File: config.mk
export PLATFORM = sky130hd
export DESIGN_NAME = szt_unit
export DESIGN_NICKNAME = d
export VERILOG_FILES = /design/src/szt_unit.v
export VERILOG_INCLUDE_DIRS = /design/src
export SDC_FILE = /design/constraint.sdc
export NUM_CORES = 1
export LEC_CHECK = 0
export BUFFER_PORTS_ARGS = -buffer_cell sky130_fd_sc_hd__buf_4
export CAP_MARGIN = 40
export CORE_AREA = 2 2 128 130
export CTS_BUF_LIST = sky130_fd_sc_hd__clkbuf_2 sky130_fd_sc_hd__clkbuf_4 sky130_fd_sc_hd__clkbuf_8
export CTS_CLUSTER_DIAMETER = 100
export DETAILED_ROUTE_END_ITERATION = 8
export DIE_AREA = 0 0 130 132
export PLACE_DENSITY = 0.52
export SYNTH_ARGS = -nofsm -noshare
export SYNTH_HDL_FRONTEND = slang
export SYNTH_SLANG_ARGS = --single-unit
File: constraint.sdc
create_clock -name clk_i -period 2 [get_ports clk_i]
set_input_delay 0.2 -clock clk_i [delete_from_list [all_inputs] [get_ports clk_i]]
set_output_delay 0.2 -clock clk_i [all_outputs]
set_load 0.02 [all_outputs]
File: src/szt_defs.vh
`ifndef SZT_DEFS_VH
`define SZT_DEFS_VH
// ****************************************************************
// register map (word byte addresses)
// ****************************************************************
`define SZT_ADR_CTRL    4'h0
`define SZT_ADR_INSTR   4'h4
`define SZT_ADR_ACCUM   4'h8
`define SZT_ADR_STATUS  4'hC
`define SZT_ADR_PC      4'h0
// ****************************************************************
// field positions
// ****************************************************************
`define SZT_CTRL_START  0
`define SZT_ST_BUSY     0
`define SZT_ST_TEST     1
`define SZT_ST_CNT_LSB  8
`define SZT_IR_COMP     6
// ****************************************************************
// constants and reset values
// ****************************************************************
`define SZT_CNT_TERM    5'h1F
`define SZT_CNT_RST     5'h00
`define SZT_ACC_RST     24'h000000
`define SZT_IR_RST      24'h000000
`define SZT_PC_RST      15'h0000
`endif

File: src/szt_unit.v
`timescale 1ns/100ps
`include "szt_defs.vh"
module szt_unit (
  input  wire        clk_i,
  input  wire        rst_b_i,
  input  wire [3:0]  wb_adr_i,
  input  wire [31:0] wb_dat_i,
  input  wire [3:0]  wb_sel_i,
  input  wire        wb_we_i,
  input  wire        wb_cyc_i,
  input  wire        wb_stb_i,
  output reg  [31:0] wb_dat_o,
  output reg         wb_ack_o,
  output reg         test_flag_o,
  output reg         busy_o
);
  // ****************************************************************
  // sequencer states
  // ****************************************************************
  localparam ST_IDLE  = 4'b0001;
  localparam ST_PRE   = 4'b0010;
  localparam ST_T6    = 4'b0100;
  localparam ST_DONE  = 4'b1000;

  reg [3:0]  state_reg;
  reg [23:0] instr_reg;
  reg [23:0] accum_reg;
  reg [4:0]  count_reg;
  reg        test_flag;
  reg        serial_carry_flop;
  reg [14:0] pc_reg;

  wire wb_hit               = wb_cyc_i & wb_stb_i & ~wb_ack_o;
  wire wr                   = wb_hit & wb_we_i;
  wire generic_op_decode    = ~state_reg[0];
  wire time6_envelope       = state_reg[2];
  wire count_terminal_reached = (count_reg == `SZT_CNT_TERM);
  wire zero_test_complement_op = instr_reg[`SZT_IR_COMP];
  wire zero_test_op         = ~instr_reg[`SZT_IR_COMP];
  wire accum_shift_pulse    = generic_op_decode & time6_envelope &
                              ~count_terminal_reached;
  wire adder_a              = accum_reg[0];
  // other adder inputs are inhibited, so sum is a0 xor carry
  wire adder_sum            = adder_a ^ serial_carry_flop;
  wire start = wr & (wb_adr_i == `SZT_ADR_CTRL) & wb_sel_i[0] &
               wb_dat_i[`SZT_CTRL_START] & state_reg[0];

  // ****************************************************************
  // execution
  // ****************************************************************
  always @(posedge clk_i or negedge rst_b_i) begin
    if (!rst_b_i) begin
      state_reg         <= ST_IDLE;
      count_reg         <= `SZT_CNT_RST;
      test_flag         <= 1'b0;
      serial_carry_flop <= 1'b0;
      pc_reg            <= `SZT_PC_RST;
    end else begin
      case (state_reg)
        ST_IDLE: begin
          if (start) begin
            state_reg <= ST_PRE;
          end
        end
        ST_PRE: begin
          count_reg         <= ~instr_reg[4:0];
          test_flag         <= 1'b1;
          // carry held set for complement, reset for plain test
          serial_carry_flop <= zero_test_complement_op;
          state_reg         <= ST_T6;
        end
        ST_T6: begin
          if (accum_shift_pulse) begin
            count_reg <= count_reg + 5'h01;
            if (adder_a) begin
              test_flag <= 1'b0;
            end
          end else begin
            state_reg <= ST_DONE;
          end
        end
        ST_DONE: begin
          pc_reg            <= pc_reg + 15'h0001;
          serial_carry_flop <= 1'b0;
          state_reg         <= ST_IDLE;
        end
        default: begin
          state_reg <= ST_IDLE;
        end
      endcase
    end
  end

  // accumulator shared between bus and shifter; bus writes only when idle
  always @(posedge clk_i or negedge rst_b_i) begin
    if (!rst_b_i) begin
      accum_reg <= `SZT_ACC_RST;
      instr_reg <= `SZT_IR_RST;
    end else if (accum_shift_pulse) begin
      accum_reg <= {adder_sum, accum_reg[23:1]};
    end else if (wr & state_reg[0]) begin
      if (wb_adr_i == `SZT_ADR_ACCUM) begin
        if (wb_sel_i[0]) accum_reg[7:0]   <= wb_dat_i[7:0];
        if (wb_sel_i[1]) accum_reg[15:8]  <= wb_dat_i[15:8];
        if (wb_sel_i[2]) accum_reg[23:16] <= wb_dat_i[23:16];
      end
      if (wb_adr_i == `SZT_ADR_INSTR) begin
        if (wb_sel_i[0]) instr_reg[7:0]   <= wb_dat_i[7:0];
        if (wb_sel_i[1]) instr_reg[15:8]  <= wb_dat_i[15:8];
        if (wb_sel_i[2]) instr_reg[23:16] <= wb_dat_i[23:16];
      end
    end
  end

  // ****************************************************************
  // wishbone slave: ack one cycle after strobe, unmapped reads zero
  // ****************************************************************
  always @(posedge clk_i or negedge rst_b_i) begin
    if (!rst_b_i) begin
      wb_ack_o    <= 1'b0;
      wb_dat_o    <= 32'h00000000;
      test_flag_o <= 1'b0;
      busy_o      <= 1'b0;
    end else begin
      wb_ack_o    <= wb_hit;
      test_flag_o <= test_flag;
      busy_o      <= ~state_reg[0];
      wb_dat_o    <= 32'h00000000;
      if (wb_hit & ~wb_we_i) begin
        case (wb_adr_i)
          `SZT_ADR_CTRL:   wb_dat_o <= {17'h00000, pc_reg};
          `SZT_ADR_INSTR:  wb_dat_o <= {8'h00, instr_reg};
          `SZT_ADR_ACCUM:  wb_dat_o <= {8'h00, accum_reg};
          `SZT_ADR_STATUS: wb_dat_o <= {19'h00000, count_reg,
                                        6'h00, test_flag, ~state_reg[0]};
          default:         wb_dat_o <= 32'h00000000;
        endcase
      end
    end
  end
endmodule

==> metrics.txt, run 1 <==
Fmax 0.531 GHz; placed instance count 689; Die Wd 130 um; pin count of the biggest net entering global routing 45; Die ar. 17200 sq um; Place WS 116 ps; sequential cell area fraction in the yosys report 0.544; Antenna diodes 0; Post-Syn Instances 413; post-DP HPWL 8.31 mm; Synth top area share 0.539; register bit total from synthesis 101; Warnings, synthesis 0; Final min period 1880 ps; cell taking the most area after synthesis dfrtp_1; Fill cells 1604; DRT Pass-1 Iters 5; ranking of synthesized cells by area dfrtp_1, mux2_2, mux2i_1; slew margin rel. 0.593; number of global-route vias before repair 3592; Async SR Flop Fraction 1.00; All-Layer GR Usage 0.144; post-route cell area 5650 sq um; Post-synth EDFFs 0; worst hold path class in -> reg; Finished Layout Cells 707; Critical Path End Type register; Worst Hold Launch wb_dat_i[10]; clk root buf clkbuf_8; CP startpoint kind register; Syn Area/Cell 11.3 sq um; vias per cell 4.71; WP data required 2280 ps; clock latency on the worst-skew pair 380 ps; Iter 0 DRT Violations 198; PnR worst setup slack 115 ps; Syn-to-layout area delta 21.7%; global-route wire length before repair 18.9 mm; final wirelength 11.6 mm; residual DRC count 0; Placer Congestion 0.832; area occupied by multi-input gates 1960 sq um; Fin. Hold Viols 0; met2 Use GR 0.229; share of cells above drive strength 1 0.287; Seq. cell area 2530 sq um; RSZ-0062 raised after global routing false; placed inst area 5430 sq um; static leakage 2.66 nW; met3 Use GR 0.0349; final setup fails 0; Setup Skew 12.9 ps; GRT overflow 0; Sum Neg Setup Slack 0 ps; hold_ws 51.9 ps; period utilization 0.942; antenna violations before repair 0; Final ANT Viol Nets 0; Die Y 132 um; core area 15700 sq um; Nets 534; vias 3330; Ports 80; CTS tree done; Rows 46; status finished clean; clock slew at reported path FFs 100 ps; max_cap viols 0; crit-path max FO 12; Worst R2R Start count_reg[0]; final max-slew violation count 0; IO buf count 62; Synth cell types 42; M1 GR Usage 0.187; largest vdd supply drop 0.000342 V; number of H-tree levels 3; CP Class reg -> reg; CTS Sinks 101; count leader, synth dfrtp_1; CP Launch Point count_reg[0]; Most used DFF post-synth dfrtp_1; measured slew at the worst slew-check pin 610 ps; CTS buffer count 9; pwr dens 679 nW/um^2; Top Usage Layer GRT met2; Post-synth top cells dfrtp_1, nor2_1, a21oi_1; Synth Cell Area 4650 sq um; Avg WL per Cell 16.4 um; Starting Density 0.296; crit path DAT 2160 ps; CTS max path bufs 2
## timing repair
action,4_1_cts,5_1_grt
endpoints found under the setup margin,0,1
gates resized for setup,0,0
buffers inserted,0,1
hold buffers,1,0
endpoints found under the hold margin,40,0
## kinds of logic (layout without fill, tap and decap cells)
kind of cell,count (synthesis),after routing,share of synthesized area
AO/OA/AOI/OAI,65,65,0.0864
XOR/XNOR,15,15,0.0283
adder cells (fa/ha/maj),3,3,0.00808
buffers and inverters,36,107,0.0396
flip-flops,101,101,0.544
multiplexers,64,64,0.146
other,1,8,0.000807
AND/OR/NAND/NOR,128,128,0.146
## metrics by stage
| step | total power, mW | utilization |
|---|---|---|
| after detailed placement | 2.52 | 0.346 |
| after global placement | 2.51 | 0.346 |
| after CTS | 3.91 | 0.359 |
| final | 3.84 | 0.360 |
| after global routing | 4.02 | 0.360 |
| after floorplan | 2.35 | - |
## cells in the final DEF, fill, tap and decap left out, types with 2 or more instances in the layout
| master | synthesis | layout |
|---|---|---|
| mux2i_1 | 32 | 32 |
| and2_1 | 3 | 3 |
| o22a_1 | 2 | 2 |
| buf_12 | 0 | 2 |
| o21ai_0 | 5 | 5 |
| nor3_1 | 7 | 7 |
| nand4_2 | 2 | 2 |
| clkinv_2 | 0 | 2 |
| and3_1 | 5 | 5 |
| a21oi_1 | 39 | 39 |
| xor2_1 | 5 | 5 |
| inv_1 | 5 | 5 |
| xnor2_1 | 10 | 10 |
| and4_1 | 2 | 2 |
| dfrtp_1 | 100 | 100 |
| nor4b_4 | 2 | 2 |
| conb_1 | 1 | 8 |
| a211o_1 | 2 | 2 |
| clkbuf_8 | 0 | 10 |
| nand3_1 | 8 | 8 |
| mux2_1 | 2 | 2 |
| buf_4 | 11 | 83 |
| ha_1 | 3 | 3 |
| a22oi_1 | 9 | 9 |
| nor2b_1 | 4 | 4 |
| nor2_1 | 68 | 68 |
| a222oi_1 | 7 | 7 |
| mux2_2 | 30 | 30 |
| nand4_1 | 3 | 3 |
| nand2_1 | 13 | 13 |
## worst paths after layout
kind | to | slack [ps] | depth (start not counted)
worst max register to register | count_reg[0] | 120 | 7
worst min-delay path | instr_reg[10] | 50 | 2
worst min register to register | test_flag_o | 480 | 0
worst max-delay path | count_reg[0] | 120 | 7
max in group asynchronous | accum_reg[3] | 1000 | 3
min in group asynchronous | accum_reg[12] | 350 | 2
## cell type report
cell class | count | area share
Multi-Input combinational cell | 283 | 0.347
Clock inverter | 5 | 0.0102
Timing Repair Buffer | 86 | 0.119
Tap cell | 216 | 0.0478
Clock buffer | 11 | 0.0257
Inverter | 5 | 0.00332
Sequential cell | 101 | 0.447
## power breakdown
part	switching, mW	internal (mW)	total, mW
sequential	0.0516	2.11	2.16
combinational	0.168	0.147	0.315
clock	0.733	0.630	1.36
## per-layer routing
layer | wire [um] | share of wire | vias up
met2 | 5440 | 0.47 | 101
met4 | 354 | 0.030 | 0
li1 | - | - | 1580
met1 | 5240 | 0.45 | 1625
met5 | 0 | 0 | -
met3 | 588 | 0.051 | 24
## worst max-delay path: stages (launching register included)
cell and delay [ps]:
dfrtp_1 400, ha_1 230, and3_1 190, ha_1 210, nor3b_1 170, o21ai_0 110, buf_4 180, a211o_1 290
Power figures use the tool's default switching activity.
==> run 2: changes to the inputs <==
Settings changed: PLACE_DENSITY 0.52 to not set, PLACE_DENSITY_LB_ADDON set to 0.25, TNS_END_PERCENT set to 100.
==> run 2 against run 1 <==
Wire length is 0.95% lower. Worst hold slack better by 2.8 ps. First-iteration DRC count is 18% higher. Combinational power hardly changed. Utilization is 0.096 points higher. Clock power hardly changed. Fmax is 2.2% lower. Highest routed layer unchanged. Largest cell class unchanged. Power is 0.18% higher. Die area stayed put.
==> metrics.txt, run 2 (synthesis results as in run 1) <==
status finished clean; Final min period 1930 ps (+42.6 ps); Fin. Hold Viols 0 (unchanged); static leakage 2.66 nW (about the same); worst hold stages 2 (unchanged); slew margin rel. 0.600 (+0.00641); WP data required 2270 ps (about the same); Psw 0.943 mW (-1.0%); Clock Power Share 0.357 (+0.002); IO buf count 62 (unchanged); part of the power in registers 0.562 (about the same); Iter 0 DRT Violations 234 (+18%); antenna violations before repair 0 (unchanged); pin count of the biggest net entering global routing 43 (-4.4%); CP max stage cell dfrtp_1; Buffers & Inverters on Critical Path 1 (unchanged); CP Class reg -> reg; CTS Sinks 101 (unchanged); CP startpoint kind register; core area 15700 sq um (unchanged); CTS max path bufs 2 (unchanged); Die ar. 17200 sq um (unchanged); Sum Neg Setup Slack 0 ps (unchanged); RSZ-0062 raised after global routing false; Fmax 0.519 GHz (-2.2%); Starting Density 0.296 (unchanged); clock slew at reported path FFs 100 ps (about the same); Die Wd 130 um (unchanged); Setup Skew 9.89 ps (-3.00 ps); logic gate share of total power 0.082 (about the same); GRT overflow 0 (unchanged); number of H-tree levels 3 (unchanged); Place WS 105 ps (-10.6 ps); switching share of power 0.245 (-0.00296); crit-path max FO 12 (unchanged); placed instance count 689 (unchanged); largest vdd supply drop 0.000278 V (-19%); setup slack, reg-to-reg 70 ps (-40 ps); residual DRC count 0 (unchanged); power consumption 3.85 mW (+0.18%); CP max stage delay 420 ps (+20 ps); Rows 46 (unchanged); clock latency on the worst-skew pair 380 ps (about the same); crit path DAT 2200 ps (+40 ps); Antenna diodes 0 (unchanged); Placer Congestion 0.845 (+1.6%); WP depth 7 (unchanged); Crit path top cell by count ha_1; final max-slew violation count 0 (unchanged); CTS buffer count 9 (unchanged); commonest non-fill, non-tap cell in the layout dfrtp_1; Critical Path End Type register; measured slew at the worst slew-check pin 601 ps (-9.61 ps); most frequent cells in the layout dfrtp_1, buf_4, nor2_1, a21oi_1, mux2i_1; Ports 80 (unchanged); post-DP HPWL 8.29 mm (-0.23%); P_int 2.90 mW (+0.58%); clk root buf clkbuf_8; Die Y 132 um (unchanged); Avg WL per Cell 16.3 um (-0.95%); Finished Layout Cells 707 (unchanged); vias 3375 (+1.4%); crit-path leading delay family adder cells; CTS tree done; max_cap viols 0 (unchanged); Worst Reg-to-Reg Cells 7 (unchanged); period utilization 0.964 (+0.0213); worst hold path class in -> reg; final setup fails 0 (unchanged); pwr dens 678 nW/um^2 (about the same); PnR worst setup slack 72.6 ps (-42.6 ps); global-route wire length before repair 18.6 mm (-1.9%); Final ANT Viol Nets 0 (unchanged); DRT Pass-1 Iters 4 (-1); number of global-route vias before repair 3453 (-3.9%); final wirelength 11.5 mm (-0.95%); Syn-to-layout area delta 22.0%; vias per cell 4.77 (+1.4%); Fill cells 1589 (-0.94%); share of cells above drive strength 1 0.291 (+0.00407); All-Layer GR Usage 0.141 (-0.00291); worst path cell trace ha_1 -> and3_1 -> ha_1 -> nor3b_1 -> o21ai_0 -> buf_4 -> a211o_1; Nets 534 (unchanged)
-- run 2: area by class of cell --
class	count	area, sq um	share of cell area
sequential	101	2530	0.446
multi-input combinational	283	1970	0.348
timing repair buffer	86	673	0.119
tap	216	270	0.0477
clock buffer	11	151	0.0267
clock inverter	5	56.3	0.00993
inverter	5	18.8	0.00331
-- run 2: worst paths after layout --
kind,start,end
hold reg to reg,test_flag,test_flag_o
min in group asynchronous,rst_b_i,test_flag_o
max in group asynchronous,rst_b_i,pc_reg[3]
hold / removal,wb_dat_i[13],instr_reg[13]
setup / recovery,count_reg[1],count_reg[0]
setup reg to reg,count_reg[1],count_reg[0]
-- run 2: power groups by stage --
stage	clock (mW)	sequential, mW	combinational [mW]
after floorplan	0	2.19	0.165
after global placement	0	2.20	0.312
after detailed placement	0	2.20	0.319
after CTS	1.42	2.16	0.322
after global routing	1.50	2.17	0.351
final	1.37	2.16	0.314
-- run 2: repair_timing --
action | in CTS | in global routing
endpoints found under the hold margin | 38 | 0
hold buffers | 1 | 0
buffers inserted | 0 | 1
setup endpoints to repair | 0 | 1
resized for setup | 0 | 2
-- run 2: metrics by stage --
stage	utilization	instance area (sq um)	hold slack [ps]
global placement	0.346	5430	238
detailed placement	0.346	5430	246
CTS	0.360	5650	32.8
finish	0.361	5670	54.7
global route	0.361	5670	43.0
floorplan	-	4670	-95.6
-- run 2: routing by layer --
| layer | vias up | track usage | share of wire |
|---|---|---|---|
| met2 | 89 | 0.229 | 0.50 |
| met4 | 0 | 0.0406 | 0.015 |
| li1 | 1586 | - | - |
| met1 | 1686 | 0.189 | 0.44 |
| met5 | - | 0 | 0 |
| met3 | 14 | 0.0308 | 0.048 |
